File: config.mk
export PLATFORM = sky130hd
export DESIGN_NAME = asptb_serial_port
export DESIGN_NICKNAME = d
export VERILOG_FILES = /design/src/logic/asptb_pkg.sv /design/src/logic/asptb_baud_timer.sv /design/src/logic/asptb_serial_port.sv
export SDC_FILE = /design/constraint.sdc
export NUM_CORES = 1
export LEC_CHECK = 0
export ABC_AREA = 1
export BUFFER_PORTS_ARGS = -buffer_cell sky130_fd_sc_hd__buf_2
export CORE_MARGIN = 4
export CORE_UTILIZATION = 60
export DETAILED_ROUTE_END_ITERATION = 10
export HOLD_SLACK_MARGIN = 0.08
export PLACE_DENSITY = 0.81
export SLEW_MARGIN = 5
export SYNTH_ARGS = -nofsm -noshare
export SYNTH_HDL_FRONTEND = slang
export SYNTH_SLANG_ARGS = --single-unit
File: constraint.sdc
create_clock -name clk -period 4.1 [get_ports clk]
set_input_delay 0.615 -clock clk [delete_from_list [all_inputs] [get_ports clk]]
set_output_delay 0.615 -clock clk [all_outputs]
set_load 0.01 [all_outputs]
File: src/logic/asptb_pkg.sv
// asptb_pkg: register map, field positions, reset values, clock source
// codes, prescale counts and state encodings of the serial port.
// assumes: imported whole by every design file of the block.
package asptb_pkg;

  ////////////////////////////////////////////////////////////////////////
  // register offsets on the plain register port
  localparam logic [2:0] ADDR_CONTROL = 3'h0;
  localparam logic [2:0] ADDR_DATA = 3'h1;
  localparam logic [2:0] ADDR_TIMER_CTRL = 3'h2;
  localparam logic [2:0] ADDR_RELOAD = 3'h3;
  localparam logic [2:0] ADDR_LOW_COUNT = 3'h4;

  ////////////////////////////////////////////////////////////////////////
  // serial_control_reg fields
  localparam int BIT_FRAME_WIDTH = 7;
  localparam int BIT_ADDR_MATCH = 5;
  localparam int BIT_RX_ENABLE = 4;
  localparam int BIT_TX_NINTH = 3;
  localparam int BIT_RX_NINTH = 2;
  localparam int BIT_TX_DONE = 1;
  localparam int BIT_RX_DONE = 0;
  localparam logic UNUSED_BIT_READ = 1'h1;

  // timer control fields
  localparam int BIT_TIMER_RUN = 0;
  localparam int CLK_SEL_LSB = 1;
  localparam int BIT_IRQ_ENABLE = 4;

  ////////////////////////////////////////////////////////////////////////
  // reset values
  localparam logic [7:0] RESET_BYTE = 8'h00;
  localparam logic [2:0] RESET_CLK_SEL = 3'h0;

  ////////////////////////////////////////////////////////////////////////
  // baud timer clock sources and counts
  typedef enum logic [2:0] {
    CLK_SYS = 3'h0,
    CLK_DIV12 = 3'h1,
    CLK_DIV148 = 3'h2,
    CLK_EXTOSC8 = 3'h3,
    CLK_EXTPIN = 3'h4
  } asptb_clksel_t;

  localparam logic [7:0] PRESCALE_DIV12 = 8'h0C;
  localparam logic [7:0] PRESCALE_DIV148 = 8'h94;
  localparam logic [7:0] PRESCALE_EXTOSC = 8'h08;
  localparam logic [7:0] TIMER_TOP = 8'hFF;

  // bits after the start bit: eight or nine
  localparam logic [3:0] BITS_NARROW = 4'h8;
  localparam logic [3:0] BITS_WIDE = 4'h9;

  ////////////////////////////////////////////////////////////////////////
  // shared frame state, gray along idle-start-data-stop
  typedef enum logic [1:0] {
    ST_IDLE = 2'h0,
    ST_START = 2'h1,
    ST_DATA = 2'h3,
    ST_STOP = 2'h2
  } asptb_state_t;

endpackage

File: src/logic/asptb_baud_timer.sv
// asptb_baud_timer: 8-bit auto-reload baud timer with its source select,
// plus the hidden receive copy that restarts on demand.
// assumes: clk is the system clock; oscillator and input pins are async.
`timescale 1ns/1ps
`default_nettype none
module asptb_baud_timer
  import asptb_pkg::*;
(
  // clock and reset
  input wire logic clk,
  input wire logic resetn,
  // configuration
  input wire logic timerRun,
  input wire logic [2:0] clkSel,
  input wire logic [7:0] reloadValue,
  input wire logic lowWrite,
  input wire logic [7:0] lowWdata,
  // receive copy restart
  input wire logic rxReload,
  // clock source pins
  input wire logic extOscPin,
  input wire logic extInputPin,
  // counter state and overflow pulses
  output logic [7:0] lowCount,
  output logic txOverflow,
  output logic rxOverflow
);

  logic oscMeta;
  logic oscSync;
  logic oscPrev;
  logic pinMeta;
  logic pinSync;
  logic pinPrev;
  logic [7:0] preCount;
  logic [7:0] rxCount;

  ////////////////////////////////////////////////////////////////////////
  // pin synchronisers, edges taken from the second stage only
  always_ff @(posedge clk)
  begin
    if (!resetn)
    begin
      {oscMeta, oscSync, oscPrev} <= 3'h0;
      {pinMeta, pinSync, pinPrev} <= 3'h0;
    end
    else
    begin
      {oscMeta, oscSync, oscPrev} <= {extOscPin, oscMeta, oscSync};
      {pinMeta, pinSync, pinPrev} <= {extInputPin, pinMeta, pinSync};
    end
  end

  wire oscRise = oscSync & ~oscPrev;
  wire pinRise = pinSync & ~pinPrev;

  wire preStep = (clkSel == CLK_EXTOSC8) ? oscRise : 1'b1;
  wire [7:0] preLimit = (clkSel == CLK_DIV12) ? PRESCALE_DIV12 :
    (clkSel == CLK_DIV148) ? PRESCALE_DIV148 : PRESCALE_EXTOSC;
  wire preWrap = preStep && (preCount == preLimit - 8'h01);
  wire usePre = (clkSel == CLK_DIV12) || (clkSel == CLK_DIV148) ||
    (clkSel == CLK_EXTOSC8);
  wire srcTick = (clkSel == CLK_SYS) ? 1'b1 :
    (clkSel == CLK_EXTPIN) ? pinRise : (usePre && preWrap);
  wire timerTick = timerRun && srcTick;
  wire lowWrap = (lowCount == TIMER_TOP);
  wire rxWrap = (rxCount == TIMER_TOP);

  // prescaler
  always_ff @(posedge clk)
  begin
    if (!resetn)
      preCount <= RESET_BYTE;
    else if (preWrap)
      preCount <= RESET_BYTE;
    else if (preStep)
      preCount <= preCount + 8'h01;
  end

  ////////////////////////////////////////////////////////////////////////
  // low counter with auto-reload
  always_ff @(posedge clk)
  begin
    if (!resetn)
      lowCount <= RESET_BYTE;
    else if (lowWrite)
      lowCount <= lowWdata;
    else if (timerTick)
      lowCount <= lowWrap ? reloadValue : lowCount + 8'h01;
  end

  always_ff @(posedge clk)
  begin
    if (!resetn)
      rxCount <= RESET_BYTE;
    else if (rxReload)
      rxCount <= reloadValue;
    else if (timerTick)
      rxCount <= rxWrap ? reloadValue : rxCount + 8'h01;
  end

  always_ff @(posedge clk)
  begin
    if (!resetn)
    begin
      txOverflow <= 1'b0;
      rxOverflow <= 1'b0;
    end
    else
    begin
      txOverflow <= timerTick && lowWrap && !lowWrite;
      rxOverflow <= timerTick && rxWrap && !rxReload;
    end
  end

endmodule
`default_nettype wire

File: src/logic/asptb_serial_port.sv
// asptb_serial_port: full-duplex asynchronous serial port with control,
// data buffer and baud timer registers on a plain register port.
// assumes: one 40 MHz clock; rx and timer pins arrive asynchronously.
//
// Implementation choices: the strobed register port and the address map.
`timescale 1ns/1ps
`default_nettype none
module asptb_serial_port
  import asptb_pkg::*;
(
  // clock and reset
  input wire logic clk,
  input wire logic resetn,
  // register port
  input wire logic [2:0] regAddr,
  input wire logic [7:0] regWdata,
  input wire logic regWr,
  input wire logic regRd,
  output logic [7:0] regRdata,
  // serial pins
  input wire logic serialRxPin,
  output logic serialTxPin,
  // baud timer clock pins
  input wire logic extOscPin,
  input wire logic extInputPin,
  // interrupt request
  output logic serialIrq
);

  logic frameWidthSelect;
  logic addrMatchEnable;
  logic rxEnable;
  logic txNinthBit;
  logic rxNinthBit;
  logic txDoneFlag;
  logic rxDoneFlag;
  logic [7:0] rxBuffer;
  logic timerRun;
  logic [2:0] clkSel;
  logic irqEnable;
  logic [7:0] reloadValue;
  logic [7:0] lowCount;
  logic txOverflow;
  logic rxOverflow;
  asptb_state_t txState;
  asptb_state_t rxState;
  logic [7:0] txData;
  logic txPending;
  logic [8:0] txShift;
  logic [3:0] txBitCount;
  logic txHalf;
  logic rxMeta;
  logic rxSync;
  logic rxPrev;
  logic rxReload;
  logic rxPhase;
  logic [8:0] rxShift;
  logic [3:0] rxBitCount;

  ////////////////////////////////////////////////////////////////////////
  // register decode
  wire wrControl = regWr && (regAddr == ADDR_CONTROL);
  wire wrData = regWr && (regAddr == ADDR_DATA);
  wire wrTimerCtrl = regWr && (regAddr == ADDR_TIMER_CTRL);
  wire wrReload = regWr && (regAddr == ADDR_RELOAD);
  wire wrLowCount = regWr && (regAddr == ADDR_LOW_COUNT);
  wire [3:0] frameBits = frameWidthSelect ? BITS_WIDE : BITS_NARROW;

  wire [7:0] controlView = {frameWidthSelect, UNUSED_BIT_READ,
    addrMatchEnable, rxEnable, txNinthBit, rxNinthBit, txDoneFlag,
    rxDoneFlag};
  wire [7:0] timerView = {3'h0, irqEnable, clkSel, timerRun};
  wire [7:0] readMux = (regAddr == ADDR_CONTROL) ? controlView :
    (regAddr == ADDR_DATA) ? rxBuffer :
    (regAddr == ADDR_TIMER_CTRL) ? timerView :
    (regAddr == ADDR_RELOAD) ? reloadValue :
    (regAddr == ADDR_LOW_COUNT) ? lowCount : RESET_BYTE;

  ////////////////////////////////////////////////////////////////////////
  // baud timer and receive copy
  // bit rate is clock over twice (256 minus reload)
  asptb_baud_timer baudTimer (
    .clk(clk),
    .resetn(resetn),
    .timerRun(timerRun),
    .clkSel(clkSel),
    .reloadValue(reloadValue),
    .lowWrite(wrLowCount),
    .lowWdata(regWdata),
    .rxReload(rxReload),
    .extOscPin(extOscPin),
    .extInputPin(extInputPin),
    .lowCount(lowCount),
    .txOverflow(txOverflow),
    .rxOverflow(rxOverflow)
  );

  wire txBitTick = txOverflow && txHalf;
  wire sampleTick = rxOverflow && !rxPhase;

  ////////////////////////////////////////////////////////////////////////
  // transmit control, full duplex
  wire txStartNow = txBitTick && txPending &&
    ((txState == ST_IDLE) || (txState == ST_STOP));
  wire txLastBit = (txBitCount == frameBits);
  wire txDoneSet = txBitTick && (txState == ST_DATA) && txLastBit;

  ////////////////////////////////////////////////////////////////////////
  // receive control
  // start detect on falling edge
  wire rxFall = rxPrev && !rxSync;
  assign rxReload = (rxState == ST_IDLE) && rxEnable && rxFall;
  wire rxNinthIn = frameWidthSelect ? rxShift[8] : rxSync;
  wire rxAccept = !rxDoneFlag && (!addrMatchEnable || rxNinthIn);
  wire rxDoneSet = sampleTick && (rxState == ST_STOP) && rxEnable &&
    rxAccept;
  wire [7:0] rxByte = frameWidthSelect ? rxShift[7:0] : rxShift[8:1];

  wire next_txDoneFlag = txDoneSet |
    (wrControl ? regWdata[BIT_TX_DONE] : txDoneFlag);
  wire next_rxDoneFlag = rxDoneSet |
    (wrControl ? regWdata[BIT_RX_DONE] : rxDoneFlag);

  assign serialIrq = irqEnable && (txDoneFlag || rxDoneFlag);

  ////////////////////////////////////////////////////////////////////////
  // control and timer registers
  always_ff @(posedge clk)
  begin
    if (!resetn)
    begin
      {frameWidthSelect, addrMatchEnable, rxEnable, txNinthBit} <= 4'h0;
      {timerRun, irqEnable, clkSel, reloadValue} <= 13'h0000;
    end
    else
    begin
      if (wrControl)
      begin
        frameWidthSelect <= regWdata[BIT_FRAME_WIDTH];
        addrMatchEnable <= regWdata[BIT_ADDR_MATCH];
        rxEnable <= regWdata[BIT_RX_ENABLE];
        txNinthBit <= regWdata[BIT_TX_NINTH];
      end
      if (wrTimerCtrl)
      begin
        timerRun <= regWdata[BIT_TIMER_RUN];
        clkSel <= regWdata[CLK_SEL_LSB +: 3];
        irqEnable <= regWdata[BIT_IRQ_ENABLE];
      end
      if (wrReload)
        reloadValue <= regWdata;
    end
  end

  // flags, receive buffer and registered read data
  always_ff @(posedge clk)
  begin
    if (!resetn)
    begin
      {txDoneFlag, rxDoneFlag, rxNinthBit} <= 3'h0;
      rxBuffer <= RESET_BYTE;
      regRdata <= RESET_BYTE;
    end
    else
    begin
      txDoneFlag <= next_txDoneFlag;
      rxDoneFlag <= next_rxDoneFlag;
      if (rxDoneSet)
      begin
        rxBuffer <= rxByte;
        rxNinthBit <= rxNinthIn;
      end
      else if (wrControl)
        rxNinthBit <= regWdata[BIT_RX_NINTH];
      regRdata <= regRd ? readMux : RESET_BYTE;
    end
  end

  ////////////////////////////////////////////////////////////////////////
  // data write queues a transmit byte
  always_ff @(posedge clk)
  begin
    if (!resetn)
    begin
      txData <= RESET_BYTE;
      txPending <= 1'b0;
      txHalf <= 1'b0;
    end
    else
    begin
      if (wrData)
        txData <= regWdata;
      txPending <= wrData | (txPending & ~txStartNow);
      if (txOverflow)
        txHalf <= ~txHalf;
    end
  end

  always_ff @(posedge clk)
  begin
    if (!resetn)
    begin
      txState <= ST_IDLE;
      txShift <= 9'h000;
      txBitCount <= 4'h0;
      serialTxPin <= 1'b1;
    end
    else if (txStartNow)
    begin
      txState <= ST_START;
      txShift <= {txNinthBit, txData};
      txBitCount <= 4'h0;
      serialTxPin <= 1'b0;
    end
    else if (txBitTick)
    begin
      case (txState)
        ST_START, ST_DATA:
        begin
          txState <= txLastBit ? ST_STOP : ST_DATA;
          serialTxPin <= txLastBit ? 1'b1 : txShift[0];
          txShift <= {1'b0, txShift[8:1]};
          txBitCount <= txBitCount + 4'h1;
        end
        ST_STOP:
          txState <= ST_IDLE;
        default:
          txState <= ST_IDLE;
      endcase
    end
  end

  ////////////////////////////////////////////////////////////////////////
  // rx pin synchroniser, edge taken from the second stage
  always_ff @(posedge clk)
  begin
    if (!resetn)
      {rxMeta, rxSync, rxPrev} <= 3'h7;
    else
      {rxMeta, rxSync, rxPrev} <= {serialRxPin, rxMeta, rxSync};
  end

  always_ff @(posedge clk)
  begin
    if (!resetn)
    begin
      rxState <= ST_IDLE;
      rxPhase <= 1'b0;
      rxShift <= 9'h000;
      rxBitCount <= 4'h0;
    end
    else if (!rxEnable)
      rxState <= ST_IDLE;
    else if (rxReload)
    begin
      rxState <= ST_START;
      rxPhase <= 1'b0;
      rxBitCount <= 4'h0;
    end
    else
    begin
      if (rxOverflow)
        rxPhase <= ~rxPhase;
      if (sampleTick)
      begin
        case (rxState)
          ST_START:
            rxState <= rxSync ? ST_IDLE : ST_DATA;
          ST_DATA:
          begin
            rxShift <= {rxSync, rxShift[8:1]};
            rxBitCount <= rxBitCount + 4'h1;
            if (rxBitCount == frameBits - 4'h1)
              rxState <= ST_STOP;
          end
          ST_STOP:
            rxState <= ST_IDLE;
          default:
            rxState <= ST_IDLE;
        endcase
      end
    end
  end
endmodule
`default_nettype wire

==> results.toml <==
[worst_setup_path]
worstSetupEndpointType = "register"
cp_max_fo = 21
critPathRequiredTime_ns = 4.51
arrival_ns = 2.55
criticalPathCategory = "register to register"
cp-start-kind = "register"

[logic_synthesis]
synth-edff-count = 0
synth_top_cell_by_area = "dfxtp_1"
ys_ff_latch = 113
yosysMostFrequentCell = "nand2_1"
yosys-top-cells-area = "dfxtp_1 42%, nand2_1 8.9%, o21ai_0 8.2%, inv_1 7.3%, a21oi_1 5.4%"
syn_area_per_cell_um2 = 7.47
synth-main-ff-cell = "dfxtp_1"
syn-num-nets = 740
syn-cell-area_mm2 = 0.00536
yosysUniqueCellTypes = 44
synth.yosys.warnings = 0
synth_common_cells = "127 x nand2_1, 113 x dfxtp_1, 104 x inv_1, 88 x o21ai_0, 58 x a21oi_1"
synth_top_area_share = 0.422
synth-async-reset-ratio = 0
syn_inst = 717
synth_seq_area_share = 0.422

[die]
core_mm2 = 0.00872
chipHeight_um = 102
rows = 34
die_area_mm2 = 0.0105
io_pins = 28
start_util = 0.614
die_x_um = 102

[drt]
first_pass_iters = 5
wl_met2_um = 6160
top_layer = "met4"
num_vias = 4876
met3WireLength_um = 956
drtAntennaViolNets = 0
via_per_inst = 5.66
wl_met1_um = 5520
drt_wl_total_um = 13000
drc = 0
routedWlPerCell_um = 15.0
drt_iter0_markers = 340

[timing]
period_share = 0.522
drv_slew = 0
rsz0062_at_grt = "false"
setup_tns_ns = 0
slew_headroom = 0.269
hold_viol = 0
period_minus_slack_ns = 2.14
max_freq_ghz = 0.467
setup_viol = 0
worst_pin_slew_ns = 1.09
worst_clock_skew_ns = 0.00958

[power_and_ir_drop]
intPower_mw = 2.10
pwr-share-clk = 0.538
pwr-share-comb = 0.046
seq_power_share = 0.415
irDropWorstVdd_v = 0.000287
powerDensity_mw_per_mm2 = 449
switchingPower_mw = 0.634
p_leak_nw = 2.46
switching_share = 0.232

[grt]
overflow = 0
grt_pass1_vias = 4602
grt_max_degree = 69
globalRouteTotalUtil = 0.266
antenna_found_initial = 0
grt_pass1_wl_um = 21900

[clock_tree]
clk_pin_slew_ns = 0.06
clock_sink_count = 113
ctsResizeCount = 0
cts_setup_buffers = 0
cts_buffer_depth = 2
postCtsHoldBufs = 0
insertion_delay_ns = 0.53
clockRootBuffer = "clkbuf_8"
cts_tree = "yes"
numCtsBuffers = 17
htreeDepth = 4

[run_status]
run_status = "finished, final reports clean"

[layout]
diodes = 0
regArea_mm2 = 0.00226
nFillCells = 668
drive_above_1_share = 0.149
final_nets = 764
final_area_mm2 = 0.00609
multi_input_area_mm2 = 0.00255
final_util = 0.698
areaGrowthSynthToFinish_pct = 13.7

[place]
portBuffers = 27
place_area_mm2 = 0.00549
place_hpwl_um = 8650
gp_congestion = 0.960

[hold_path]
holdCritPathClass = "primary input to register"

[run]
drv_cap = 0
==> power by group through the flow <==
stage / sequential, mW / combinational, mW / clock [mW]
6_report: 1.13 / 0.127 / 1.47
5_1_grt: 1.14 / 0.141 / 1.53
4_1_cts: 1.13 / 0.124 / 1.48
3_5_place_dp: 1.16 / 0.122 / 0
3_3_place_gp: 1.16 / 0.118 / 0
2_1_floorplan: 1.15 / 0.0901 / 0
==> layout by cell type, fill, tap and decap left out, types with 4 or more instances in the layout <==
master	netlist	final
a31oi_1	20	20
nor3b_1	4	4
dfxtp_1	113	113
nor2_1	47	47
nand3_1	22	22
clkbuf_16	0	16
nand2_1	127	127
clkinvlp_4	0	4
inv_1	104	104
o22ai_1	9	9
nand3_2	15	15
o21ai_1	5	5
nor2_2	4	4
o21bai_1	9	9
a21oi_1	58	58
ha_1	5	5
buf_2	5	27
a21oi_2	11	11
o21ai_0	88	88
nand2_2	5	5
nand4_1	5	5
xor2_1	7	7
nor3_1	7	7
==> logic make-up after synthesis <==
kind of cell,count (synthesis),synth area share
multiplexers,1,0.00187
XOR/XNOR,10,0.0164
AO/OA/AOI/OAI,205,0.214
AND/OR/NAND/NOR,252,0.232
adder cells (fa/ha/maj),5,0.0117
buffers and inverters,131,0.102
flip-flops,113,0.422
==> worst paths after layout <==
path / startpoint / end / slack [ns] / cells after the start
worst min register to register: baudTimer.oscMeta / baudTimer.oscSync / 0.42 / 2
worst max-delay path: rxEnable / rxBitCount[2] / 1.96 / 8
worst max register to register: rxEnable / rxBitCount[2] / 1.96 / 8
worst min-delay path: serialRxPin / rxMeta / 0.28 / 2
==> routing by layer <==
metal | GRT usage | vias up
met2 | 0.432 | 199
li1 | - | 2422
met1 | 0.341 | 2226
met5 | 0 | -
met4 | 0.0969 | 0
met3 | 0.0669 | 29
==> area by class of cell <==
type,count,share of cell area
clock buffer,19,0.0709
clock inverter,13,0.0265
inverter,108,0.0670
multi-input combinational,473,0.418
sequential,113,0.372
tap,108,0.0222
timing repair buffer,28,0.0234
==> state kept, by name, indices dropped and copies added, names as in the netlist, 2 cells and up <==
name,count
baudTimer.lowCount,8
baudTimer.preCount,8
baudTimer.rxCount,8
clkSel,3
regRdata,8
reloadValue,8
rxBitCount,4
rxBuffer,8
rxShift,9
rxState,2
txBitCount,4
txData,8
txShift,9
txState,2
==> critical path, stage by stage, from the launching register on <==
cell and delay, ns:
dfxtp_1 0.37, inv_2 0.06, nor3_1 0.17, inv_1 0.07, nor2_1 0.82, nor2_1 0.17, inv_1 0.16, and3_1 0.17
nor3_1 0.04
==> stage by stage <==
stage | total power, mW | worst slack [ns] | hold WS (ns) | cells
final | 2.73 | 1.96 | 0.275 | 862
after global routing | 2.81 | 1.68 | 0.287 | 862
after CTS | 2.73 | 1.96 | 0.274 | 862
after detailed placement | 1.28 | 1.95 | 0.400 | 830
after global placement | 1.28 | 2.07 | 0.395 | 830
after floorplan | 1.24 | 2.42 | 0.390 | 717
Note: power is estimated with default switching activity, not from simulation.
